File: config.mk
export PLATFORM = sky130hd
export DESIGN_NAME = nfh_host
export DESIGN_NICKNAME = d
export VERILOG_FILES = /design/src/hdl/nfh_pkg.sv /design/src/hdl/nfh_host.sv
export SDC_FILE = /design/constraint.sdc
export NUM_CORES = 1
export LEC_CHECK = 0
export BUFFER_PORTS_ARGS = -buffer_cell sky130_fd_sc_hd__buf_4
export CAP_MARGIN = 20
export CELL_PAD_IN_SITES_DETAIL_PLACEMENT = 0
export CELL_PAD_IN_SITES_GLOBAL_PLACEMENT = 1
export CORE_ASPECT_RATIO = 0.7
export CORE_UTILIZATION = 35
export DETAILED_ROUTE_END_ITERATION = 8
export GPL_TIMING_DRIVEN = 0
export PLACE_DENSITY = 0.72
export SYNTH_ARGS = -nofsm -noshare
export SYNTH_HDL_FRONTEND = slang
export SYNTH_SLANG_ARGS = --single-unit
File: constraint.sdc
create_clock -name ref_clk_i -period 4.45 [get_ports ref_clk_i]
set_input_delay 0.445 -clock ref_clk_i [delete_from_list [all_inputs] [get_ports ref_clk_i]]
set_output_delay 0.445 -clock ref_clk_i [all_outputs]
set_load 0.005 [all_outputs]
File: src/hdl/nfh_pkg.sv
/*
  package for the nor flash host controller: bus widths, page layout, timing counts,
  command codes and controller states.
  assumes a 10 MHz reference clock; command codes are plain parameters of neutral value.
*/
package nfh_pkg;
  // ************************************************************
  // widths and page layout
  // ************************************************************
  localparam int ADDR_W       = 26;
  localparam int DATA_W       = 16;
  localparam int WORD_BITS    = 4;
  localparam int WIP_LSB      = 0;

  // ************************************************************
  // timing
  // ************************************************************
  localparam int CLK_PERIOD_NS          = 100;
  localparam int RANDOM_ACCESS_TIME_NS  = 100;
  localparam int PAGE_ACCESS_TIME_NS    = 15;
  localparam int RESET_RECOVERY_TIME_NS = 30000;
  localparam int RESET_PULSE_TIME_NS    = 500;
  localparam int WRITE_PULSE_TIME_NS    = 100;
  localparam int RANDOM_CYC = (RANDOM_ACCESS_TIME_NS + CLK_PERIOD_NS - 1) / CLK_PERIOD_NS + 1;
  localparam int PAGE_CYC   = (PAGE_ACCESS_TIME_NS + CLK_PERIOD_NS - 1) / CLK_PERIOD_NS + 1;
  localparam int RECOV_CYC  = (RESET_RECOVERY_TIME_NS + CLK_PERIOD_NS - 1) / CLK_PERIOD_NS;
  localparam int RSTP_CYC   = (RESET_PULSE_TIME_NS + CLK_PERIOD_NS - 1) / CLK_PERIOD_NS;
  localparam int WRP_CYC    = (WRITE_PULSE_TIME_NS + CLK_PERIOD_NS - 1) / CLK_PERIOD_NS;
  localparam int CNT_W      = 16;

  // ************************************************************
  // command codes (suspend and status read)
  // ************************************************************
  localparam logic [7:0] CMD_PROG_SUSPEND  = 8'h51;
  localparam logic [7:0] CMD_STATUS_READ   = 8'h70;
  localparam logic [7:0] CMD_ANY_SUSPEND   = 8'hB0;
  localparam logic [7:0] CMD_ERASE_SUSPEND = 8'h80;

  // ************************************************************
  // operation kinds on the command port
  // ************************************************************
  typedef enum logic [1:0] {
    NFH_OP_READ  = 2'b00,
    NFH_OP_WRITE = 2'b01,
    NFH_OP_RESET = 2'b10
  } nfh_op_t;

  typedef enum logic [2:0] {
    NFH_ST_IDLE  = 3'b000,
    NFH_ST_READ  = 3'b001,
    NFH_ST_WRITE = 3'b010,
    NFH_ST_WHOLD = 3'b011,
    NFH_ST_RST   = 3'b100,
    NFH_ST_RECOV = 3'b101
  } nfh_state_t;
endpackage

File: src/hdl/nfh_host.sv
/*
  host bus controller for an asynchronous parallel nor flash: random and page reads,
  command writes with suspend filtering, hardware reset with recovery wait.
  assumes the flash ready/busy pin is open drain and the data lines are two-way.
*/
// Overview of operation
// - page taken from upper address bits, word from low bits; only low bits change
// - chip select held low across page reads; raising it forces random latency
// - host keeps a minimum gap from resume to the next suspend
// - hardware reset aborts routines; host waits recovery before new access
module nfh_host #(
  parameter int RECOV_CYCLES   = nfh_pkg::RECOV_CYC,
  parameter int SUSPEND_GAP    = 5000
) (
  // clock and reset
  input  wire logic                       ref_clk_i,
  input  wire logic                       rst_i,
  // user command port
  input  wire logic                       req_valid_i,
  output logic                            req_ready_o,
  input  wire logic [1:0]                 req_op_i,
  input  wire logic [nfh_pkg::ADDR_W-1:0] req_addr_i,
  input  wire logic [nfh_pkg::DATA_W-1:0] req_wdata_i,
  input  wire logic                       prog_running_i,
  input  wire logic                       erase_running_i,
  output logic                            rsp_valid_o,
  output logic [nfh_pkg::DATA_W-1:0]      rsp_rdata_o,
  output logic                            rsp_dropped_o,
  output logic                            busy_o,
  // flash pins
  output logic [nfh_pkg::ADDR_W-1:0]      fl_addr_o,
  output logic                            fl_ce_n_o,
  output logic                            fl_oe_n_o,
  output logic                            fl_we_n_o,
  output logic                            fl_reset_n_o,
  input  wire logic [nfh_pkg::DATA_W-1:0] fl_dq_i,
  output logic [nfh_pkg::DATA_W-1:0]      fl_dq_o,
  output logic                            fl_dq_oe_o,
  input  wire logic                       fl_ready_i
);
  // ************************************************************
  // state
  // ************************************************************
  typedef struct packed {
    nfh_pkg::nfh_state_t                st;
    logic [nfh_pkg::CNT_W-1:0]          cnt;
    logic [15:0]                        gap;
    logic                               page_ok;
    logic [nfh_pkg::ADDR_W-1:0]         addr;
    logic [nfh_pkg::DATA_W-1:0]         wdata;
    logic [nfh_pkg::DATA_W-1:0]         rdata;
    logic                               rvalid;
    logic                               dropped;
    logic                               ce_n;
    logic                               oe_n;
    logic                               we_n;
    logic                               rst_n;
    logic                               dq_oe;
    logic [2:0]                         rdy_sync;
    logic                               rdy;
  } nfh_regs_t;

  nfh_regs_t r;
  nfh_regs_t next_r;
  logic      same_page;
  logic      cmd_ok;
  logic      is_suspend;
  logic [7:0] code;

  assign code       = req_wdata_i[7:0];
  // page compare on upper bits only; the low bits pick the word
  assign same_page  = r.page_ok &&
                      (req_addr_i[nfh_pkg::ADDR_W-1:nfh_pkg::WORD_BITS] ==
                       r.addr[nfh_pkg::ADDR_W-1:nfh_pkg::WORD_BITS]);
  assign is_suspend = (code == nfh_pkg::CMD_PROG_SUSPEND) ||
                      (code == nfh_pkg::CMD_ANY_SUSPEND) ||
                      (code == nfh_pkg::CMD_ERASE_SUSPEND);

  // filter commands the flash would ignore while a routine runs
  always_comb begin
    cmd_ok = 1'b1;
    if (prog_running_i) begin
      cmd_ok = (code == nfh_pkg::CMD_PROG_SUSPEND) || (code == nfh_pkg::CMD_STATUS_READ) ||
               (code == nfh_pkg::CMD_ANY_SUSPEND);
    end else if (erase_running_i) begin
      cmd_ok = (code == nfh_pkg::CMD_STATUS_READ) ||
               (code == nfh_pkg::CMD_ERASE_SUSPEND);
    end
    // refuse (drop) a suspend while the resume gap is still running
    if (is_suspend && (r.gap != 16'h0000)) begin
      cmd_ok = 1'b0;
    end
  end

  assign req_ready_o = (r.st == nfh_pkg::NFH_ST_IDLE);

  // ************************************************************
  // next state
  // ************************************************************
  always_comb begin
    next_r          = r;
    next_r.rvalid   = 1'b0;
    next_r.dropped  = 1'b0;
    next_r.rdy_sync = {r.rdy_sync[1:0], fl_ready_i};
    if (r.rdy_sync[2] == r.rdy_sync[1]) begin
      next_r.rdy = r.rdy_sync[1];
    end
    if (r.gap != 16'h0000) begin
      next_r.gap = r.gap - 16'h0001;
    end
    case (r.st)
      nfh_pkg::NFH_ST_IDLE: begin
        next_r.oe_n  = 1'b1;
        next_r.dq_oe = 1'b0;
        if (req_valid_i) begin
          next_r.addr  = req_addr_i;
          next_r.wdata = req_wdata_i;
          case (req_op_i)
            nfh_pkg::NFH_OP_READ: begin
              next_r.st   = nfh_pkg::NFH_ST_READ;
              next_r.ce_n = 1'b0;
              next_r.oe_n = 1'b0;
              // page hit keeps chip select low and waits page time
              next_r.cnt  = same_page ? nfh_pkg::CNT_W'(nfh_pkg::PAGE_CYC)
                                      : nfh_pkg::CNT_W'(nfh_pkg::RANDOM_CYC);
            end
            nfh_pkg::NFH_OP_WRITE: begin
              if (cmd_ok) begin
                next_r.st      = nfh_pkg::NFH_ST_WRITE;
                next_r.ce_n    = 1'b0;
                next_r.we_n    = 1'b0;
                next_r.dq_oe   = 1'b1;
                next_r.page_ok = 1'b0;
                next_r.cnt     = nfh_pkg::CNT_W'(nfh_pkg::WRP_CYC);
                if (!is_suspend && (prog_running_i || erase_running_i)) begin
                  next_r.gap = r.gap;
                end else if (!is_suspend) begin
                  next_r.gap = 16'(SUSPEND_GAP);
                end
              end else begin
                next_r.dropped = 1'b1;
              end
            end
            nfh_pkg::NFH_OP_RESET: begin
              next_r.st      = nfh_pkg::NFH_ST_RST;
              next_r.rst_n   = 1'b0;
              next_r.ce_n    = 1'b1;
              next_r.page_ok = 1'b0;
              next_r.cnt     = nfh_pkg::CNT_W'(nfh_pkg::RSTP_CYC);
            end
            default: next_r.dropped = 1'b1;
          endcase
        end
      end
      nfh_pkg::NFH_ST_READ: begin
        next_r.cnt = r.cnt - 1'b1;
        if (r.cnt == 1) begin
          next_r.rdata   = fl_dq_i;
          next_r.rvalid  = 1'b1;
          next_r.page_ok = 1'b1;
          next_r.st      = nfh_pkg::NFH_ST_IDLE;
        end
      end
      nfh_pkg::NFH_ST_WRITE: begin
        next_r.cnt = r.cnt - 1'b1;
        if (r.cnt == 1) begin
          next_r.we_n = 1'b1;
          next_r.st   = nfh_pkg::NFH_ST_WHOLD;
        end
      end
      nfh_pkg::NFH_ST_WHOLD: begin
        next_r.ce_n  = 1'b1;
        next_r.dq_oe = 1'b0;
        next_r.st    = nfh_pkg::NFH_ST_IDLE;
      end
      nfh_pkg::NFH_ST_RST: begin
        next_r.cnt = r.cnt - 1'b1;
        if (r.cnt == 1) begin
          next_r.rst_n = 1'b1;
          next_r.cnt   = nfh_pkg::CNT_W'(RECOV_CYCLES);
          next_r.st    = nfh_pkg::NFH_ST_RECOV;
        end
      end
      nfh_pkg::NFH_ST_RECOV: begin
        // no access until the recovery time has passed
        next_r.cnt = r.cnt - 1'b1;
        if (r.cnt == 1) begin
          next_r.gap = 16'h0000;
          next_r.st  = nfh_pkg::NFH_ST_IDLE;
        end
      end
      default: next_r.st = nfh_pkg::NFH_ST_IDLE;
    endcase
  end

  always_ff @(posedge ref_clk_i) begin
    if (rst_i) begin
      r          <= '0;
      r.st       <= nfh_pkg::NFH_ST_IDLE;
      r.ce_n     <= 1'b1;
      r.oe_n     <= 1'b1;
      r.we_n     <= 1'b1;
      r.rst_n    <= 1'b1;
      r.rdy_sync <= 3'b111;
      r.rdy      <= 1'b1;
    end else begin
      r <= next_r;
    end
  end

  // ************************************************************
  // outputs
  // ************************************************************
  assign rsp_valid_o   = r.rvalid;
  assign rsp_rdata_o   = r.rdata;
  assign rsp_dropped_o = r.dropped;
  assign busy_o        = ~r.rdy;
  assign fl_addr_o     = r.addr;
  assign fl_ce_n_o     = r.ce_n;
  assign fl_oe_n_o     = r.oe_n;
  assign fl_we_n_o     = r.we_n;
  assign fl_reset_n_o  = r.rst_n;
  assign fl_dq_o       = r.wdata;
  assign fl_dq_oe_o    = r.dq_oe;
endmodule

==> reports/qor.yml, run 1 <==
die:
  core_area_um2: 14200
  dieHeight_um: 104
  die_w_um: 148
  rows: 36
  ios: 133
  dieArea_um2: 15300
  initial_core_util: 0.366
placement:
  placed_area_um2: 6420
  io_buffers: 131
  dp_hpwl_um: 11300
  gp_congestion: 0.870
drt:
  drc_errors: 0
  avgViaCountPerCell: 4.95
  avgRoutedWirePerCell_um: 14.8
  wirelength_um: 14600
  drtIter0Drc: 299
  ant_nets: 0
  first_pass_iters: 4
  dr_total_vias: 4887
cts:
  cts_buffers: 9
  insertion_delay_ps: 340
  cts_setup_buffers: 0
  ctsResizeCount: 0
  htreeDepth: 3
  cts_tree: "built"
  cts_root_buf: "clkbuf_16"
  clock-sinks: 104
  clk_pin_slew_ps: 80
  hold_buffers: 0
  clock_path_buffers: 2
sta:
  finalCriticalPeriod_ps: 2640
  rsz0062_at_grt: "no"
  worst_pin_slew_ps: 1080
  finalSetupTns_ps: 0
  hold_viol: 0
  timing.fmax_mhz: 379
  slew_violations: 0
  setup_violations: 0
  period_share: 0.593
  slew_headroom: 0.272
  skew_ps: 13.3
setup_path:
  worst_ep_required_time_ps: 4680
  r2r_cells: 6
  crit_chain: "buf_2 -> nor4b_4 -> nand2_2 -> o41ai_1 -> or3_2 -> a21oi_1"
  endpoint_kind: "register"
  arrival_ps: 2870
  regToRegEndpoint: "r[74]$_SDFFE_PP0P_"
  max_stage_delay_ps: 900
  cp_max_fo: 10
  path_class: "register to register"
  slowest_stage: "o41ai_1"
  crit_family: "simple AND/OR/NAND/NOR gates"
  start_kind: "register"
  crit_path_start: "r[102]$_SDFFE_PP0P_"
  r2r_slack_ps: 1810
  r2r-start: "r[102]$_SDFFE_PP0P_"
  cp_num_buf_inv: 1
yosys:
  synthesis.area_per_instance_um2: 7.97
  ys_warn_count: 0
  synth_compound_area_frac: 0.199
  synthCells: 652
  ys_ff_latch: 104
  synthAdderAreaFrac: 0.0169
  synth_top_area_frac: 0.401
  netlist_area_um2: 5200
  yosys.area_share.simple: 0.240
  yosysUniqueCellTypes: 67
  ys_seq_area_frac: 0.401
  synth_top_area_cell: "dfxtp_1"
  async_flop_share: 0
  synthMuxAreaShare: 0
  synth_top_family_by_area: "simple AND/OR/NAND/NOR gates"
  yosys-top-cells-area: "dfxtp_1, nand2_1, a21oi_1"
  synth_fp_nets: 725
  synth-edff-count: 0
  yosys.area_share.xor_xnor: 0.0202
  ys.flop_type: "dfxtp_1"
cells_and_area:
  diodes: 0
  drive_gt1_frac: 0.306
  final_net_count: 867
  area_growth_pct: 29.1
  final_design_area_no_fill_um2: 6710
pwr:
  p_per_area_nw_per_um2: 423
  ir_worst_vdd_v: 0.000193
  finalPower_mw: 2.84
  static-leakage-power_nw: 2.87
min_path:
  holdPathStages: 2
  hold_start: "fl_ready_i"
  hold_end: "next_r[2]$_SDFF_PP1_"
  hold_path.class: "primary input to register"
global_route:
  grt_start_max_net_pins: 18
  grt_pass1_wl_um: 24000
  antenna_found_initial: 0
  grt_pass1_vias: 4743
  grt_use_total: 0.194
  grt_overflow: 0
run_status:
  status: "complete, no violations"
flow_run:
  cap_violations: 0
logic make-up (layout without fill, tap and decap cells):
group                      Yosys count  after routing
buffers and inverters              108            254
DFF                                104            104
adders and majority gates            7              7
and+or+nand+nor                    255            255
AOI/OAI and AO/OA                  166            166
xor gates and xnor gates            12             12
Yosys cell counts (3+ instances only):
master,count
a22o_1,3
nand4b_1,3
o21a_1,3
o21ai_1,14
or3b_1,3
nor2_2,3
nor3_1,14
dfxtp_1,104
nand3b_1,6
a21oi_1,88
nor4_1,7
nand3_1,13
and3_1,3
clkbuf_1,23
buf_2,12
o31ai_1,3
or2_2,4
xor2_1,3
a31oi_1,7
xnor2_1,9
ha_1,7
buf_4,58
nand2_1,139
inv_1,14
or3_1,3
nor2_1,30
a2111oi_2,3
o21ai_0,9
a211oi_1,6
area by class of cell:
cell class / instances / area (um^2)
Timing Repair Buffer: 131 / 983
Inverter: 15 / 56.3
Sequential cell: 104 / 2080
Buffer: 93 / 582
Clock inverter: 6 / 67.6
Multi-Input combinational cell: 440 / 2480
Tap cell: 190 / 238
Clock buffer: 9 / 225
Fill cell: 1430 / 7480
cells in the final DEF (no fill, tap or decap), types with 12 or more instances in the layout:
master    netlist  final
a21oi_1        88     88
buf_2          12     12
buf_4          58    189
clkbuf_1       23     23
dfxtp_1       104    104
inv_1          14     14
nand2_1       139    139
nand3_1        13     13
nor2_1         30     30
nor3_1         14     14
o21ai_1        14     14
state kept, by name (all words and copies together), names as in the netlist:
signal,cells
r,37
fl_addr_o,26
fl_dq_o,16
rsp_rdata_o,16
next_r,2
fl_ce_n_o,1
fl_dq_oe_o,1
fl_oe_n_o,1
fl_reset_n_o,1
fl_we_n_o,1
rsp_dropped_o,1
rsp_valid_o,1
per-stage QoR:
stage	hold slack, ps	utilization	cells	setup WS [ps]
after floorplan	389	-	652	2280
after global placement	394	0.452	973	1660
after detailed placement	401	0.452	973	1570
after CTS	275	0.473	988	1780
after global routing	274	0.473	988	1570
final	288	0.473	988	1810
power by group:
group / switching (mW) / internal, mW
Sequential: 0.0954 / 1.03
Combinational: 0.494 / 0.416
Clock: 0.366 / 0.437
layer usage:
metal | GRT usage | vias up | part of all wire
li1 | - | 2485 | -
met2 | 0.308 | 111 | 0.44
met1 | 0.272 | 2280 | 0.51
met5 | 0 | - | 0
met3 | 0.0390 | 11 | 0.047
met4 | 0.0331 | 0 | 0.0060
how the worst max path moves through the flow:
stage                         endpoint  slack (ps)  cells after the start
CTS                 r[74]$_SDFFE_PP0P_        1780                      6
finish              r[74]$_SDFFE_PP0P_        1810                      6
floorplan           r[84]$_SDFFE_PP0P_        2280                      8
detailed placement  r[74]$_SDFFE_PP0P_        1570                      6
global route        r[74]$_SDFFE_PP0P_        1570                      6
global placement    r[74]$_SDFFE_PP0P_        1660                      6
Note: power is estimated with default switching activity, not from simulation.
==> inputs of run 2 (changes only) <==
- clock period: 4.45 -> 2.55 ns (I/O delays scaled with it)
==> run 2 against run 1 <==
Effect of this change: non-clock buffer count up 6; critical endpoint is now r[84]$_SDFFE_PP0P_; maximum frequency up 12%; sequential power rose by 74%; register-to-register slack got worse by 1600 ps; flip-flop and latch count did not move; clock power grew 74%; largest power group unchanged; power up 78%; final area up 1.3%.
==> reports/qor.yml, run 2 (same netlist as run 1, synthesis figures left out) <==
global_route:
  grt_pass1_vias: 4753  # +0.21%
  grt_start_max_net_pins: 18  # unchanged
  grt_use_total: 0.195  # +0.000755
  grt_overflow: 0  # unchanged
  grt_pass1_wl_um: 24100  # +0.40%
  antenna_found_initial: 0  # unchanged
placement:
  dp_hpwl_um: 11300  # unchanged
  pre_cts_slack_ps: -138  # -1710 ps
  io_buffers: 131  # unchanged
  placed_area_um2: 6420  # unchanged
  gp_congestion: 0.870  # unchanged
setup_path:
  path_class: "register to register"
  worst_ep_required_time_ps: 2780  # -1900 ps
  cp_max_fo: 5  # -5
  endpoint_kind: "register"
  start_kind: "register"
  arrival_ps: 2590  # -280 ps
cells_and_area:
  diodes: 0  # unchanged
  final_design_area_no_fill_um2: 6800  # +1.3%
  layout_commonest_cell: "buf_4"
  drive_gt1_frac: 0.317  # +0.0114
  final_net_count: 873  # +0.69%
  layout_common_cells: "buf_4, nand2_1, dfxtp_1, a21oi_1, nor2_1"
  largest_register_ffs: 37  # unchanged
  area_growth_pct: 30.8
  largest-register: "r"
cts:
  cts_root_buf: "clkbuf_16"
  clk_pin_slew_ps: 70  # about the same
  cts_tree: "built"
  clock-sinks: 104  # unchanged
  htreeDepth: 3  # unchanged
  cts_buffers: 9  # unchanged
  clock_path_buffers: 2  # unchanged
  insertion_delay_ps: 340  # about the same
sta:
  finalCriticalPeriod_ps: 2360  # -273 ps
  worst_pin_slew_ps: 930  # -148 ps
  hold_viol: 0  # unchanged
  period_share: 0.927  # +0.334
  timing.fmax_mhz: 423  # +12%
  slew_headroom: 0.374  # +0.102
  setup_slack_ps: 186  # -1630 ps
  slew_violations: 0  # unchanged
  setup_violations: 0  # unchanged
  skew_ps: 14.0  # +0.706 ps
drt:
  dr_total_vias: 4970  # +1.7%
  first_pass_iters: 4  # unchanged
  drtIter0Drc: 276  # -7.7%
  avgViaCountPerCell: 5.00  # +1.1%
  wirelength_um: 14800  # +1.2%
  avgRoutedWirePerCell_um: 14.9  # +0.61%
  ant_nets: 0  # unchanged
  drc_errors: 0  # unchanged
run_status:
  status: "complete, no violations"
flow_run:
  cap_violations: 0  # unchanged
die:
  die_w_um: 148  # unchanged
  dieArea_um2: 15300  # unchanged
  ios: 133  # unchanged
  core_area_um2: 14200  # unchanged
  rows: 36  # unchanged
  dieHeight_um: 104  # unchanged
  initial_core_util: 0.366  # unchanged
pwr:
  ir_worst_vdd_v: 0.000338  # +75%
  static-leakage-power_nw: 2.91  # +1.5%
  p_per_area_nw_per_um2: 741  # +75%
min_path:
  hold_path.class: "primary input to register"
run 2: layer usage:
layer	track usage	share of wire	vias to the layer above
li1	-	-	2504
met1	0.275	0.51	2323
met2	0.308	0.44	132
met3	0.0390	0.051	11
met4	0.0331	0.0068	0
met5	0	0	-
run 2: stage by stage:
stage / TNS, ps / utilization / hold WS (ps) / power (mW) / instances
after CTS: 0 / 0.475 / 85.3 / 4.99 / 990
after detailed placement: -275 / 0.452 / 401 / 3.58 / 973
after global placement: -68.5 / 0.452 / 394 / 3.54 / 973
after floorplan: 0 / - / 359 / 3.10 / 652
final: 0 / 0.479 / 97.4 / 5.04 / 994
after global routing: -7.63 / 0.479 / 84.0 / 5.37 / 994
run 2: final cells by class:
type                    instances  area (um^2)
flip-flops and latches        104         2080
inverters                      15         56.3
repair buffers                137         1030
plain buffers                  93          583
clock buffers                   9          225
well taps                     190          238
multi-input cells             440         2520
fillers                      1426         7390
clock inverters                 6         67.6
run 2: path summary, 6_finish.rpt:
| kind | slack (ps) | from | depth (start not counted) | to |
|---|---|---|---|---|
| hold / removal | 100 | fl_ready_i | 2 | next_r[2]$_SDFF_PP1_ |
| setup reg to reg | 190 | r[70]$_SDFFE_PP0P_ | 8 | r[84]$_SDFFE_PP0P_ |
| setup / recovery | 190 | r[70]$_SDFFE_PP0P_ | 8 | r[84]$_SDFFE_PP0P_ |
| hold reg to reg | 420 | next_r[2]$_SDFF_PP1_ | 1 | next_r[3]$_SDFF_PP1_ |
run 2: timing repair:
| item | in CTS | in global routing |
|---|---|---|
| setup buffers | 2 | 4 |
| gates resized for setup | 1 | 7 |
| endpoints found under the setup margin | 11 | 39 |
| cloned | 0 | 0 |
| endpoints found under the hold margin | 0 | 0 |
| hold buffers | 0 | 0 |
| pin swaps | 2 | 2 |
run 2: critical path, stage by stage, from the launching register on:
cell,delay (ps)
dfxtp_1,340
inv_1,70
ha_1,210
or3b_2,540
nor4_4,350
nand2_1,120
a2111oi_2,390
xnor2_1,180
nor2_2,40
run 2: where the power goes:
group          switching (mW)  internal (mW)  leakage [nW]
Combinational           0.891          0.781          1.92
Sequential              0.173           1.80         0.851
Clock                   0.638          0.762         0.138
Total                    1.70           3.34          2.91
